==> config.mk <==
export PLATFORM = sky130hd
export DESIGN_NAME = srwd_ctrl
export DESIGN_NICKNAME = d
export VERILOG_FILES = /design/src/hdl/srwd_pkg.sv /design/src/hdl/srwd_ctrl.sv
export SDC_FILE = /design/constraint.sdc
export NUM_CORES = 1
export LEC_CHECK = 0
export ABC_AREA = 1
export BUFFER_PORTS_ARGS = -buffer_cell sky130_fd_sc_hd__buf_2
export CAP_MARGIN = 40
export CORE_MARGIN = 3
export CORE_UTILIZATION = 30
export DETAILED_ROUTE_END_ITERATION = 16
export HOLD_SLACK_MARGIN = 0.06
export PLACE_DENSITY_LB_ADDON = 0.2
export SLEW_MARGIN = 15
export SYNTH_ARGS = -nofsm -noshare
export SYNTH_HDL_FRONTEND = slang
export SYNTH_SLANG_ARGS = --single-unit
export TNS_END_PERCENT = 20
==> constraint.sdc <==
create_clock -name I_MCLK -period 3.7 [get_ports I_MCLK]
set_input_delay 0.185 -clock I_MCLK [delete_from_list [all_inputs] [get_ports I_MCLK]]
set_output_delay 0.185 -clock I_MCLK [all_outputs]
set_load 0.1 [all_outputs]
==> src/hdl/srwd_pkg.sv <==
// srwd_pkg: constants for the stop recovery and watchdog control block
// assumes a 200 MHz system clock and an Avalon-MM register master
//
// Notes on behaviour
// polarity bit picks high or low wake
// warm flag set on STOP entry, read-only
// warm after source/watchdog wake, else cold
// primary and secondary selections are ORed
// output-configured pins excluded from wake logic
// retriggerable one-shot watchdog resets the device
// first refresh starts watchdog, later ones restart
// refresh updates zero, sign, overflow flags
// mode writes only in first 64 cycles; the code opens the window for 128 crystal clocks
// mode register write-only at offset 0x0f
// two tap bits select time-out period
// time select resets to code 01
// halt-activity bit gates counting in HALT
// stop-activity bit; counting in STOP needs RC
// clock-source bit selects crystal or RC
// bits 5 to 7 reserved, no effect
// reset-clear rising edge enables the timers
// low supply holds reset, then power-on sequence
// power-on one-shot 5 ms, three triggers; the code adds the reset-clear rising edge as a fourth
// primary recovery register at offset 0x0b
// refresh reloads full period
// time-out asserts reset and triggers one-shot
package srwd_pkg;

	// ----------------------------------------------------------------
	// register map (offsets compare directly with I_AVS_ADDRESS, no scaling)
	// ----------------------------------------------------------------
	localparam logic [3:0] SRWD_IDX_SRC   = 4'h0;  // see R20 (0x0b)
	localparam logic [3:0] SRWD_IDX_SRC2  = 4'h0;
	localparam logic [7:0] SRWD_OFF_SRC   = 8'h0b;
	localparam logic [7:0] SRWD_OFF_SRC2  = 8'h0d;
	localparam logic [7:0] SRWD_OFF_WDM   = 8'h0f;
	localparam logic [7:0] SRWD_OFF_STAT  = 8'h10;
	localparam logic [7:0] SRWD_OFF_CMD   = 8'h11;
	localparam logic [7:0] SRWD_OFF_PORTD = 8'h12;

	// ----------------------------------------------------------------
	// field positions
	// ----------------------------------------------------------------
	localparam int SRWD_SRC_DIV    = 0;
	localparam int SRWD_SRC_SELLO  = 2;
	localparam int SRWD_SRC_DELAY  = 5;
	localparam int SRWD_SRC_POL    = 6;
	localparam int SRWD_SRC_WARM   = 7;
	localparam int SRWD_WDM_HALT   = 2;
	localparam int SRWD_WDM_STOP   = 3;
	localparam int SRWD_WDM_XTAL   = 4;
	localparam int SRWD_CMD_REFR   = 0;
	localparam int SRWD_CMD_HALT   = 1;
	localparam int SRWD_CMD_STOP   = 2;

	// ----------------------------------------------------------------
	// reset values
	// ----------------------------------------------------------------
	localparam logic [7:0] SRWD_SRC_RST   = 8'h20;
	localparam logic [7:0] SRWD_SRC2_RST  = 8'h00;
	localparam logic [4:0] SRWD_WDM_RST   = 5'h0d;

	// ----------------------------------------------------------------
	// timing
	// ----------------------------------------------------------------
	localparam int SRWD_CLK_MHZ      = 200;
	localparam int SRWD_XTAL_DIV     = 25;   // crystal cycle, 8 MHz
	localparam int SRWD_RC_DIV       = 200;  // rc tick every 1 us
	localparam int SRWD_POR_US       = 5000;
	localparam int SRWD_WIN_XTAL     = 128;
	localparam int SRWD_RSTT_XTAL    = 18;
	localparam int SRWD_RC_MS0       = 5;
	localparam int SRWD_US_PER_MS    = 1000;

	typedef enum logic [1:0] {
		SRWD_RUN,
		SRWD_HALTED,
		SRWD_STOPPED
	} srwd_mode_t;

endpackage : srwd_pkg

==> src/hdl/srwd_ctrl.sv <==
// srwd_ctrl: stop-mode wake control, watchdog and supply reset
// assumes core strobes are synchronous to I_MCLK, one cycle each
//
// Our own choice: the Avalon-MM slave port.
`timescale 1ns/1ps
module srwd_ctrl (
	// clock and reset
	input  wire logic        I_MCLK,
	input  wire logic        I_RST,
	// avalon-mm slave
	input  wire logic [7:0]  I_AVS_ADDRESS,
	input  wire logic        I_AVS_READ,
	input  wire logic        I_AVS_WRITE,
	input  wire logic [31:0] I_AVS_WRITEDATA,
	output logic [31:0]      O_AVS_READDATA,
	output logic             O_AVS_WAITREQUEST,
	// core side
	input  wire logic        I_WDT_INSTR,
	input  wire logic        I_HALT_ENTER,
	input  wire logic        I_STOP_ENTER,
	input  wire logic        I_CORE_WAKE,
	output logic [2:0]       O_FLAGS_ZSV,
	output logic             O_FLAGS_WE,
	// pins and supply
	input  wire logic [7:0]  I_PORT2_IN,
	input  wire logic [2:0]  I_PORT3_IN,
	input  wire logic        I_SUPPLY_LOW,
	input  wire logic        I_RESET_CLEAR_FIRST_N,
	input  wire logic        I_RESET_CLEAR_SECOND_N,
	// reset and status
	output logic             O_DEVICE_RESET,
	output logic             O_STOPPED,
	output logic             O_HALTED
);
	import srwd_pkg::*;

	// ----------------------------------------------------------------
	// state
	// ----------------------------------------------------------------
	logic [7:0]  src_q;
	logic [7:0]  src2_q;
	logic [7:0]  port2_out_q;
	logic [4:0]  wdm_q;
	logic        warm_q;
	srwd_mode_t  mode_q;
	logic        wdt_on_q;
	logic [16:0] wdt_cnt_q;
	logic [12:0] por_cnt_q;
	logic        por_busy_q;
	logic [7:0]  win_cnt_q;
	logic [4:0]  rstt_cnt_q;
	logic [4:0]  xdiv_q;
	logic [7:0]  rdiv_q;
	logic        clr_q;
	logic        sup_low_q;
	logic        ack_q;
	logic        tick_x;
	logic        tick_r;
	logic        tick_w;
	logic        wdt_to;
	logic        wake;
	logic        wr;
	logic        rd;

	// 80 ms on the rc tick needs seventeen bits
	function automatic logic [16:0] srwd_period(input logic [1:0] sel,
	                                            input logic       xtal);
		logic [16:0] p;
		p = 17'h00000;
		if (xtal) begin
			case (sel)
				2'b00:   p = 17'h00100;
				2'b01:   p = 17'h00200;
				2'b10:   p = 17'h00400;
				default: p = 17'h01000;
			endcase
		end else begin
			case (sel)  // microseconds on the rc tick
				2'b00:   p = 17'(SRWD_RC_MS0 * SRWD_US_PER_MS);
				2'b01:   p = 17'(2 * SRWD_RC_MS0 * SRWD_US_PER_MS);
				2'b10:   p = 17'(4 * SRWD_RC_MS0 * SRWD_US_PER_MS);
				default: p = 17'(16 * SRWD_RC_MS0 * SRWD_US_PER_MS);
			endcase
		end
		return p;
	endfunction : srwd_period

	// ----------------------------------------------------------------
	// avalon slave: one wait cycle, then answer
	// ----------------------------------------------------------------
	assign O_AVS_WAITREQUEST = (I_AVS_READ | I_AVS_WRITE) & ~ack_q;
	assign wr = I_AVS_WRITE & ack_q;
	assign rd = I_AVS_READ & ack_q;

	always_ff @(posedge I_MCLK or posedge I_RST) begin
		if (I_RST) begin
			ack_q <= 1'b0;
		end else begin
			ack_q <= (I_AVS_READ | I_AVS_WRITE) & ~ack_q;
		end
	end

	always_ff @(posedge I_MCLK or posedge I_RST) begin
		if (I_RST) begin
			O_AVS_READDATA <= 32'h0000_0000;
		end else if ((I_AVS_READ | I_AVS_WRITE) & ~ack_q) begin
			O_AVS_READDATA <= 32'h0000_0000;
			if (I_AVS_READ) begin
				case (I_AVS_ADDRESS)
					// only the warm flag reads back
					SRWD_OFF_SRC:  O_AVS_READDATA[7] <= warm_q;
					SRWD_OFF_SRC2: O_AVS_READDATA[7:0] <= src2_q & 8'ha3;
					SRWD_OFF_PORTD: O_AVS_READDATA[7:0] <= port2_out_q;
					SRWD_OFF_STAT: O_AVS_READDATA[7:0] <= {
						2'b00, por_busy_q, wdt_on_q, O_DEVICE_RESET,
						win_cnt_q != 8'h00, mode_q == SRWD_STOPPED,
						mode_q == SRWD_HALTED};
					default: O_AVS_READDATA <= 32'h0000_0000;
				endcase
			end
		end
	end

	// ----------------------------------------------------------------
	// clock enables: crystal and rc
	// ----------------------------------------------------------------
	assign tick_x = (xdiv_q == 5'(SRWD_XTAL_DIV - 1));
	assign tick_r = (rdiv_q == 8'(SRWD_RC_DIV - 1));
	// crystal halted in STOP
	assign tick_w = wdm_q[SRWD_WDM_XTAL] ?
	                (tick_x & (mode_q != SRWD_STOPPED)) : tick_r;

	always_ff @(posedge I_MCLK or posedge I_RST) begin
		if (I_RST) begin
			xdiv_q <= 5'h00;
			rdiv_q <= 8'h00;
		end else begin
			xdiv_q <= tick_x ? 5'h00 : xdiv_q + 5'h01;
			rdiv_q <= tick_r ? 8'h00 : rdiv_q + 8'h01;
		end
	end

	// ----------------------------------------------------------------
	// stop recovery source logic
	// ----------------------------------------------------------------
	logic [7:0] p2_lo;
	logic [7:0] p2_hi;
	logic       pol;
	logic       src_a;
	logic       src_b;
	logic [2:0] lvl3;

	// level seen by the wake detector
	function automatic logic srwd_lvl(input logic x, input logic high);
		return high ? x : ~x;
	endfunction : srwd_lvl

	// an output pin takes the neutral level of each gate, so only the
	// input pins vote; a lone output pin never wakes
	assign p2_lo = I_PORT2_IN & ~port2_out_q;
	assign p2_hi = I_PORT2_IN | port2_out_q;
	assign pol   = src_q[SRWD_SRC_POL];
	assign lvl3  = pol ? I_PORT3_IN : ~I_PORT3_IN;

	always_comb begin
		src_a = 1'b0;
		case (src_q[4:2])
			3'b010: src_a = lvl3[0];
			3'b011: src_a = lvl3[1];
			3'b100: src_a = lvl3[2];
			3'b101: src_a = ~port2_out_q[7] & srwd_lvl(I_PORT2_IN[7], pol);
			3'b110: src_a = srwd_lvl(~(|p2_lo[3:0]), pol);
			3'b111: src_a = srwd_lvl(~(|p2_lo), pol);
			default: src_a = 1'b0;
		endcase
	end

	always_comb begin
		src_b = 1'b0;
		case (src2_q[4:2])
			3'b001: src_b = srwd_lvl(~(&p2_hi[3:0]), pol);
			3'b010: src_b = srwd_lvl(~(&p2_hi), pol);
			3'b011: src_b = srwd_lvl(~(|p2_lo[3:0]), pol);
			3'b100: src_b = lvl3[0] & lvl3[1];
			3'b101: src_b = lvl3[0] & lvl3[2];
			3'b110: src_b = lvl3[1] & lvl3[2];
			3'b111: src_b = &lvl3;
			default: src_b = 1'b0;
		endcase
	end

	assign wake = (mode_q == SRWD_STOPPED) & (src_a | src_b);

	// ----------------------------------------------------------------
	// registers written by software
	// ----------------------------------------------------------------
	logic win_open;
	assign win_open = (win_cnt_q != 8'h00);

	always_ff @(posedge I_MCLK or posedge I_RST) begin
		if (I_RST) begin
			src_q       <= SRWD_SRC_RST;
			src2_q      <= SRWD_SRC2_RST;
			port2_out_q <= 8'h00;
		end else begin
			if (wake)
				src_q[SRWD_SRC_DIV] <= 1'b0;
			if (wr && I_AVS_ADDRESS == SRWD_OFF_SRC)
				src_q[6:0] <= I_AVS_WRITEDATA[6:0];
			if (wr && I_AVS_ADDRESS == SRWD_OFF_SRC2)
				src2_q <= I_AVS_WRITEDATA[7:0];
			if (wr && I_AVS_ADDRESS == SRWD_OFF_PORTD)
				port2_out_q <= I_AVS_WRITEDATA[7:0];
		end
	end

	// mode register, writable any number of times while the window is open
	always_ff @(posedge I_MCLK or posedge I_RST) begin
		if (I_RST) begin
			wdm_q <= SRWD_WDM_RST;
		end else if (wr && I_AVS_ADDRESS == SRWD_OFF_WDM && win_open) begin
			wdm_q <= I_AVS_WRITEDATA[4:0];
		end
	end

	// window of 128 crystal clocks after each reset release
	always_ff @(posedge I_MCLK or posedge I_RST) begin
		if (I_RST) begin
			win_cnt_q <= 8'(SRWD_WIN_XTAL);
		end else if (O_DEVICE_RESET) begin
			win_cnt_q <= 8'(SRWD_WIN_XTAL);
		end else if (tick_x && win_open) begin
			win_cnt_q <= win_cnt_q - 8'h01;
		end
	end

	// ----------------------------------------------------------------
	// core mode tracking and warm flag
	// ----------------------------------------------------------------
	always_ff @(posedge I_MCLK or posedge I_RST) begin
		if (I_RST) begin
			mode_q <= SRWD_RUN;
		end else if (O_DEVICE_RESET || wake || wdt_to) begin
			mode_q <= SRWD_RUN;
		end else begin
			case (mode_q)
				SRWD_RUN: begin
					if (I_STOP_ENTER)
						mode_q <= SRWD_STOPPED;
					else if (I_HALT_ENTER)
						mode_q <= SRWD_HALTED;
				end
				SRWD_HALTED: begin
					if (I_CORE_WAKE)
						mode_q <= SRWD_RUN;
				end
				SRWD_STOPPED: mode_q <= SRWD_STOPPED;
				default: mode_q <= SRWD_RUN;
			endcase
		end
	end

	always_ff @(posedge I_MCLK or posedge I_RST) begin
		if (I_RST) begin
			warm_q <= 1'b0;
		end else if (mode_q == SRWD_RUN && I_STOP_ENTER) begin
			warm_q <= 1'b1;
		end else if (sup_low_q || (wdt_to && mode_q != SRWD_STOPPED)) begin
			warm_q <= 1'b0;
		end
	end

	// ----------------------------------------------------------------
	// watchdog: retriggerable one-shot
	// ----------------------------------------------------------------
	logic wdt_run;
	always_comb begin
		case (mode_q)
			SRWD_HALTED:  wdt_run = wdm_q[SRWD_WDM_HALT];
			SRWD_STOPPED: wdt_run = wdm_q[SRWD_WDM_STOP];
			default:      wdt_run = 1'b1;
		endcase
	end

	// a refresh in the terminal cycle wins, so no reset then
	assign wdt_to = wdt_on_q & tick_w & wdt_run & ~I_WDT_INSTR &
	                (wdt_cnt_q == 17'h00001);

	always_ff @(posedge I_MCLK or posedge I_RST) begin
		if (I_RST) begin
			wdt_on_q  <= 1'b0;
			wdt_cnt_q <= 17'h00000;
		end else if (I_WDT_INSTR && !O_DEVICE_RESET) begin
			wdt_on_q  <= 1'b1;
			wdt_cnt_q <= srwd_period(wdm_q[1:0],
			                         wdm_q[SRWD_WDM_XTAL]);
		end else if (wdt_to) begin
			wdt_on_q  <= 1'b0;
			wdt_cnt_q <= 17'h00000;
		end else if (wdt_on_q && tick_w && wdt_run) begin
			wdt_cnt_q <= wdt_cnt_q - 17'h00001;
		end
	end

	// refresh flags: zero and overflow clear, sign clear
	always_ff @(posedge I_MCLK or posedge I_RST) begin
		if (I_RST) begin
			O_FLAGS_ZSV <= 3'b000;
			O_FLAGS_WE  <= 1'b0;
		end else begin
			O_FLAGS_WE  <= I_WDT_INSTR & ~O_DEVICE_RESET;
			O_FLAGS_ZSV <= 3'b000;
		end
	end

	// ----------------------------------------------------------------
	// supply, reset-clear and power-on one-shot
	// ----------------------------------------------------------------
	logic clr_now;
	logic por_trig;
	assign clr_now = I_RESET_CLEAR_FIRST_N & I_RESET_CLEAR_SECOND_N;
	// rising supply, time-out, or delayed stop recovery
	assign por_trig = (sup_low_q & ~I_SUPPLY_LOW) | wdt_to |
	                  (wake & src_q[SRWD_SRC_DELAY]) |
	                  (clr_now & ~clr_q);

	always_ff @(posedge I_MCLK or posedge I_RST) begin
		if (I_RST) begin
			sup_low_q <= 1'b0;
			// pins idle high; a zero here would fake a release edge
			clr_q     <= 1'b1;
		end else begin
			sup_low_q <= I_SUPPLY_LOW;
			clr_q     <= clr_now;
		end
	end

	// slow one-shot; the short reset timer follows on the crystal
	always_ff @(posedge I_MCLK or posedge I_RST) begin
		if (I_RST) begin
			// block reset assumes a good supply; the slow one-shot
			// fires only on its own triggers
			por_busy_q <= 1'b0;
			por_cnt_q  <= 13'h0000;
		end else if (I_SUPPLY_LOW || por_trig) begin
			por_busy_q <= 1'b1;
			por_cnt_q  <= 13'(SRWD_POR_US);
		end else if (por_busy_q && tick_r) begin
			por_cnt_q <= por_cnt_q - 13'h0001;
			if (por_cnt_q == 13'h0001)
				por_busy_q <= 1'b0;
		end
	end

	always_ff @(posedge I_MCLK or posedge I_RST) begin
		if (I_RST) begin
			rstt_cnt_q <= 5'(SRWD_RSTT_XTAL);
		end else if (por_busy_q || wake) begin
			rstt_cnt_q <= 5'(SRWD_RSTT_XTAL);
		end else if (tick_x && rstt_cnt_q != 5'h00) begin
			rstt_cnt_q <= rstt_cnt_q - 5'h01;
		end
	end

	always_ff @(posedge I_MCLK or posedge I_RST) begin
		if (I_RST) begin
			O_DEVICE_RESET <= 1'b1;
		end else begin
			O_DEVICE_RESET <= I_SUPPLY_LOW | por_busy_q | por_trig |
			                  wake | (rstt_cnt_q != 5'h00);
		end
	end

	assign O_STOPPED = (mode_q == SRWD_STOPPED);
	assign O_HALTED  = (mode_q == SRWD_HALTED);

endmodule : srwd_ctrl

==> results of run 1 <==
[registers in the layout (all words and copies together), names as in the netlist, 2 cells and up]
| name | cells |
|---|---|
| wdt_cnt_q | 17 |
| por_cnt_q | 13 |
| O_AVS_READDATA | 8 |
| port2_out_q | 8 |
| rdiv_q | 8 |
| win_cnt_q | 8 |
| src2_q | 7 |
| rstt_cnt_q | 5 |
| wdm_q | 5 |
| xdiv_q | 5 |
| src_q | 4 |
| mode_q | 2 |
[worst max-delay path by stage]
stage	start	to
after floorplan	I_RST	O_AVS_READDATA[0]
after global placement	xdiv_q[0]	wdt_cnt_q[3]
after detailed placement	xdiv_q[0]	wdt_cnt_q[3]
after CTS	xdiv_q[0]	wdt_cnt_q[9]
after global routing	xdiv_q[0]	wdt_cnt_q[14]
final	xdiv_q[0]	wdt_cnt_q[8]
[where the power goes]
part / switching, mW / leakage (nW) / total, mW / internal (mW)
clock network: 0.418 / 0.143 / 0.962 / 0.544
registers: 0.0927 / 1.19 / 1.27 / 1.18
logic: 0.478 / 1.88 / 0.702 / 0.223
[layout make-up]
type | count | area (sq um) | share of cell area (%)
multi-input combinational | 501 | 2700 | 41.5
inverter | 107 | 407 | 6.24
timing repair buffer | 59 | 335 | 5.14
tap | 229 | 287 | 4.40
clock inverter | 4 | 51.3 | 0.787
clock buffer | 12 | 246 | 3.78
sequential | 99 | 2490 | 38.2
[what timing repair did]
action,CTS,global route
buffers inserted,0,0
setup endpoints to repair,0,0
hold endpoints to repair,52,0
hold buffers,7,0
[critical path: stages, from the launching register on]
cell and delay, ns:
dfrtp_1 0.41, inv_1 0.07, ha_1 0.15, nand4_1 0.24, o21ai_1 0.28, nand4_4 0.14
nand2_2 0.30, inv_1 0.22, nand2_1 0.10, o211ai_1 0.08
[placed cells by master, fill, tap and decap left out, drive strengths merged, types with 15 or more instances in the layout]
cell	n
a21oi	20
buf	52
conb	27
dfrtp	90
ha	18
inv	107
nand2	142
nand3	45
nor2	92
nor3	15
o21ai	64
xor2	20
[per-stage QoR]
step / area [sq um] / hold WS (ns) / setup WS (ns) / utilization [%]
3_5_place_dp: 6150 / 0.328 / 1.57 / 33.4
4_1_cts: 6520 / 0.0808 / 1.55 / 35.4
6_report: 6520 / 0.0902 / 1.56 / 35.4
3_3_place_gp: 6150 / 0.332 / 1.61 / 33.4
2_1_floorplan: 5840 / 0.216 / 0.939 / -
5_1_grt: 6520 / 0.0997 / 1.38 / 35.4
[routing by layer]
metal | vias up | track usage [%] | routed length, microns
li1 | 2370 | - | -
met1 | 2077 | 19.2 | 6720
met2 | 101 | 19.6 | 5730
met3 | 14 | 2.22 | 484
met4 | 0 | 5.30 | 254
met5 | - | 0 | 0
[cell families (layout without fill, tap and decap cells)]
kind of cell             count (synthesis)  after routing  synth area share (%)
multiplexers                             2              2                 0.392
AND/OR/NAND/NOR                        310            310                  25.1
flip-flops                              99             99                  43.4
XOR/XNOR                                29             29                  4.69
buffers and inverters                  139            182                  11.2
adder cells (fa/ha/maj)                 18             18                  3.92
AO/OA/AOI/OAI                          115            115                  11.2
other                                    1             27                0.0653
==> results.toml, run 1 <==
[run_status]
run_status = "complete, no violations"

[global_route]
antenna_found_initial = 0
grt_remaining_overflow = 0
grt_max_degree = 55
grt_pass1_wl_mm = 21.8
grt_usage_pct = 13.2
grt_pass1_vias = 4293

[critical_path]
rrSetupSlack_ns = 1.56
crit_path_end_kind = "flip-flop"
timing.rr.start = "xdiv_q[0]"
cp.required_ns = 3.91
critical_path_arrival_ns = 2.35
crit_type = "flip-flop to flip-flop"
worstRegToRegCells = 9
cp-start-kind = "flip-flop"
rr_endpoint = "wdt_cnt_q[8]"
crit_fanout = 16

[min_path]
hold_end = "port2_out_q[0]"
min_from = "I_AVS_WRITEDATA[0]"
worstHoldPathCells = 3
worstHoldPathType = "primary input to flip-flop"

[sta]
finalHoldViolCount = 0
grt_setup_unrepaired = "false"
worst_pin_slew_ns = 0.697
clock_skew_ns = 0.0102
max_freq_mhz = 467
fin_crit_ns = 2.14
fin_crit_sh_pct = 57.8
slew_violations = 0
final-setup-viol-count = 0
max-slew-margin-rel_pct = 53.6
tns_ns = 0

[synthesis]
yosysWarningCount = 0
ys_seq_area_share_pct = 43.4
synth_commonest_cells = "nand2_1 (132), inv_1 (105), dfrtp_1 (90)"
synth_edf_count = 0
synth_ff_type = "dfrtp_1"
synth.distinct_cells = 48
synthTopCellsByArea = "dfrtp_1 (39%), nand2_1 (8.6%), inv_1 (6.9%), nor2_1 (5.4%), o21ai_0 (5.1%)"
netlist_area_sq_um = 5740
yosysTopAreaCell = "dfrtp_1"
syn_avg_cell_area_sq_um = 8.05
yosysMostFrequentCell = "nand2_1"
synthArstFlopShare_pct = 100
synth_top_area_share_pct = 39.2
synth_cells = 713
ys_ff_latch = 99

[detailed_routing]
vias_per_cell = 4.51
vias = 4562
drc_errors = 0
first_pass_iters = 7
drt_iter0_drc = 252
wl_mm = 13.2
antenna_left = 0
routedWlPerCell_microns = 13.1

[finish]
n_antenna_cell = 0
drive_gt1_share_pct = 14.2
fillerInstances = 1920
nets = 857
areaGrowthSynthToFinish_pct = 13.6
instances_no_fill = 1011

[die]
ios = 102
start_util_pct = 31.2
die_w_microns = 144
design.die.area_sq_um = 20800
die_h_microns = 144
placement_rows = 49
core-area_sq_um = 18400

[clock_network]
cts_buffers = 9
htreeDepth = 3
clk_latency_ns = 0.35
root_buffer = "clkbuf_16"
clk_path_buf_depth = 2
cts_sinks = 99
cts-resized-gates = 0
cts_tree = "built"
clk_pin_slew_ns = 0.07

[job]
cap_violations = 0

[pwr]
ir_worst_vdd_mv = 0.210
power_density_nw_per_um2 = 450
leakagePower_nw = 3.21
power.total_mw = 2.93

[placed_design]
gp_congestion = 0.830
portBuffers = 50
dp.cells = 988
dpl.hpwl_mm = 9.74
(Power assumes the default switching activity.)
==> run 2: changes to the inputs <==
clock period = 1.8 ns   (was 3.7 ns; I/O delays follow)
==> results.toml, run 2 (synthesis results as in run 1) <==
[finish]
n_antenna_cell = 0
nets = 907
areaGrowthSynthToFinish_pct = 23.7
layout_common_cells = "nand2_1 (131), inv_1 (104), dfrtp_1 (89), nor2_1 (76), o21ai_0 (55)"
instances_no_fill = 1061
largest_reg_flops = 17
layout_commonest_cell = "nand2_1"
drive_gt1_share_pct = 20.4
top_register = "wdt_cnt_q"
top_regs = "wdt_cnt_q x17, por_cnt_q x13"
fin_util_pct = 38.6

[pwr]
ir_worst_vdd_mv = 0.420
leakagePower_nw = 3.50
power_density_nw_per_um2 = 920

[critical_path]
critical_path_arrival_ns = 2.01
critPathMaxStageDelay_ns = 0.37
rr_endpoint = "warm_q"
crit_type = "flip-flop to flip-flop"
cp-start-kind = "flip-flop"
critPathSlowestCell = "dfrtp_1"
cp_cell_sequence = "inv_1 > ha_1 > nand4_1 > o21ai_2 > nand4_4 > nor2_4 > buf_6 > inv_1 > o211ai_1 > nand2_1"
cp.required_ns = 2.04
crit_path_end_kind = "flip-flop"
rrSetupSlack_ns = 0.03
worstRegToRegCells = 10
crit_path_frequent_cell = "inv_1"
crit_fanout = 3
timing.rr.start = "xdiv_q[0]"

[detailed_routing]
vias = 4819
routedWlPerCell_microns = 12.7
first_pass_iters = 4
antenna_left = 0
drc_errors = 0
drt_iter0_drc = 249
wl_mm = 13.5
vias_per_cell = 4.54

[sta]
final-setup-viol-count = 0
slew_violations = 0
fin_crit_sh_pct = 98.6
max_freq_mhz = 564
hold_ws_ns = 0.123
tns_ns = 0
clock_skew_ns = 0.00682
max-slew-margin-rel_pct = 60.9
worst_pin_slew_ns = 0.586
fin_crit_ns = 1.77
grt_setup_unrepaired = "true"
finalHoldViolCount = 0

[clock_network]
clk_pin_slew_ns = 0.07
root_buffer = "clkbuf_16"
cts_sinks = 99
htreeDepth = 3
clk_path_buf_depth = 2
clk_latency_ns = 0.35
cts_tree = "built"
cts_buffers = 9

[global_route]
grt_remaining_overflow = 0
antenna_found_initial = 0
grt_pass1_vias = 4463
grt_usage_pct = 13.5
grt_max_degree = 100
grt_pass1_wl_mm = 22.4

[job]
cap_violations = 0

[die]
ios = 102
die_w_microns = 144
placement_rows = 49
die_h_microns = 144
start_util_pct = 31.2
design.die.area_sq_um = 20800
core-area_sq_um = 18400

[placed_design]
dp.cells = 1027
portBuffers = 50
gp_congestion = 0.834
dpl.hpwl_mm = 9.84

[min_path]
worstHoldPathCells = 6
min_from = "I_CORE_WAKE"
worstHoldPathType = "primary input to flip-flop"
hold_end = "mode_q[0]"

[run_status]
run_status = "complete, no violations"
[run 2: cell type report]
cell class	instances	area (sq um)
inverter	107	410
tap	229	287
timing repair buffer	108	758
multi-input combinational	502	2810
clock inverter	5	100
fill	1896	11300
sequential	99	2490
clock buffer	11	243
[run 2: timing repair]
item,in CTS,in global routing
setup buffers,0,3
pin swaps,0,9
setup endpoints to repair,5,48
hold buffers,14,0
resized for setup,1,32
cloned,0,1
hold endpoints to repair,117,0
[run 2: per-layer routing]
metal	global-route usage [%]	wire [microns]
met5	0	0
met3	2.35	594
met1	19.9	6740
met2	20.1	6010
met4	4.57	159
[run 2: report_power, final]
part | leakage, nW | internal [mW] | switching, mW
Sequential | 1.19 | 2.42 | 0.152
Clock | 0.169 | 1.39 | 0.850
Combinational | 2.14 | 0.618 | 1.09
[run 2: through the flow]
step | setup slack (ns) | instance area [sq um] | power, mW
6_report | 0.0259 | 7100 | 6.53
2_1_floorplan | -0.854 | 5840 | 3.83
5_1_grt | -0.134 | 7100 | 6.95
4_1_cts | 0.00458 | 6960 | 6.56
3_3_place_gp | 0.0389 | 6470 | 4.23
3_5_place_dp | -0.00178 | 6470 | 4.24
[run 2: how the worst max path moves through the flow]
stage | from | to
floorplan | ack_q | O_AVS_READDATA[1]
global placement | xdiv_q[0] | wdt_cnt_q[9]
detailed placement | xdiv_q[0] | wdt_cnt_q[9]
CTS | rdiv_q[0] | wdt_cnt_q[3]
global route | xdiv_q[0] | warm_q
finish | xdiv_q[0] | warm_q
[run 2: worst max-delay path, delay by kind of cell (launching register included)]
family,cells,cell delay (ns)
compound gates,2,0.37
flops,1,0.37
fa+ha+maj,1,0.13
simple gates,4,0.55
buf+inv,3,0.24
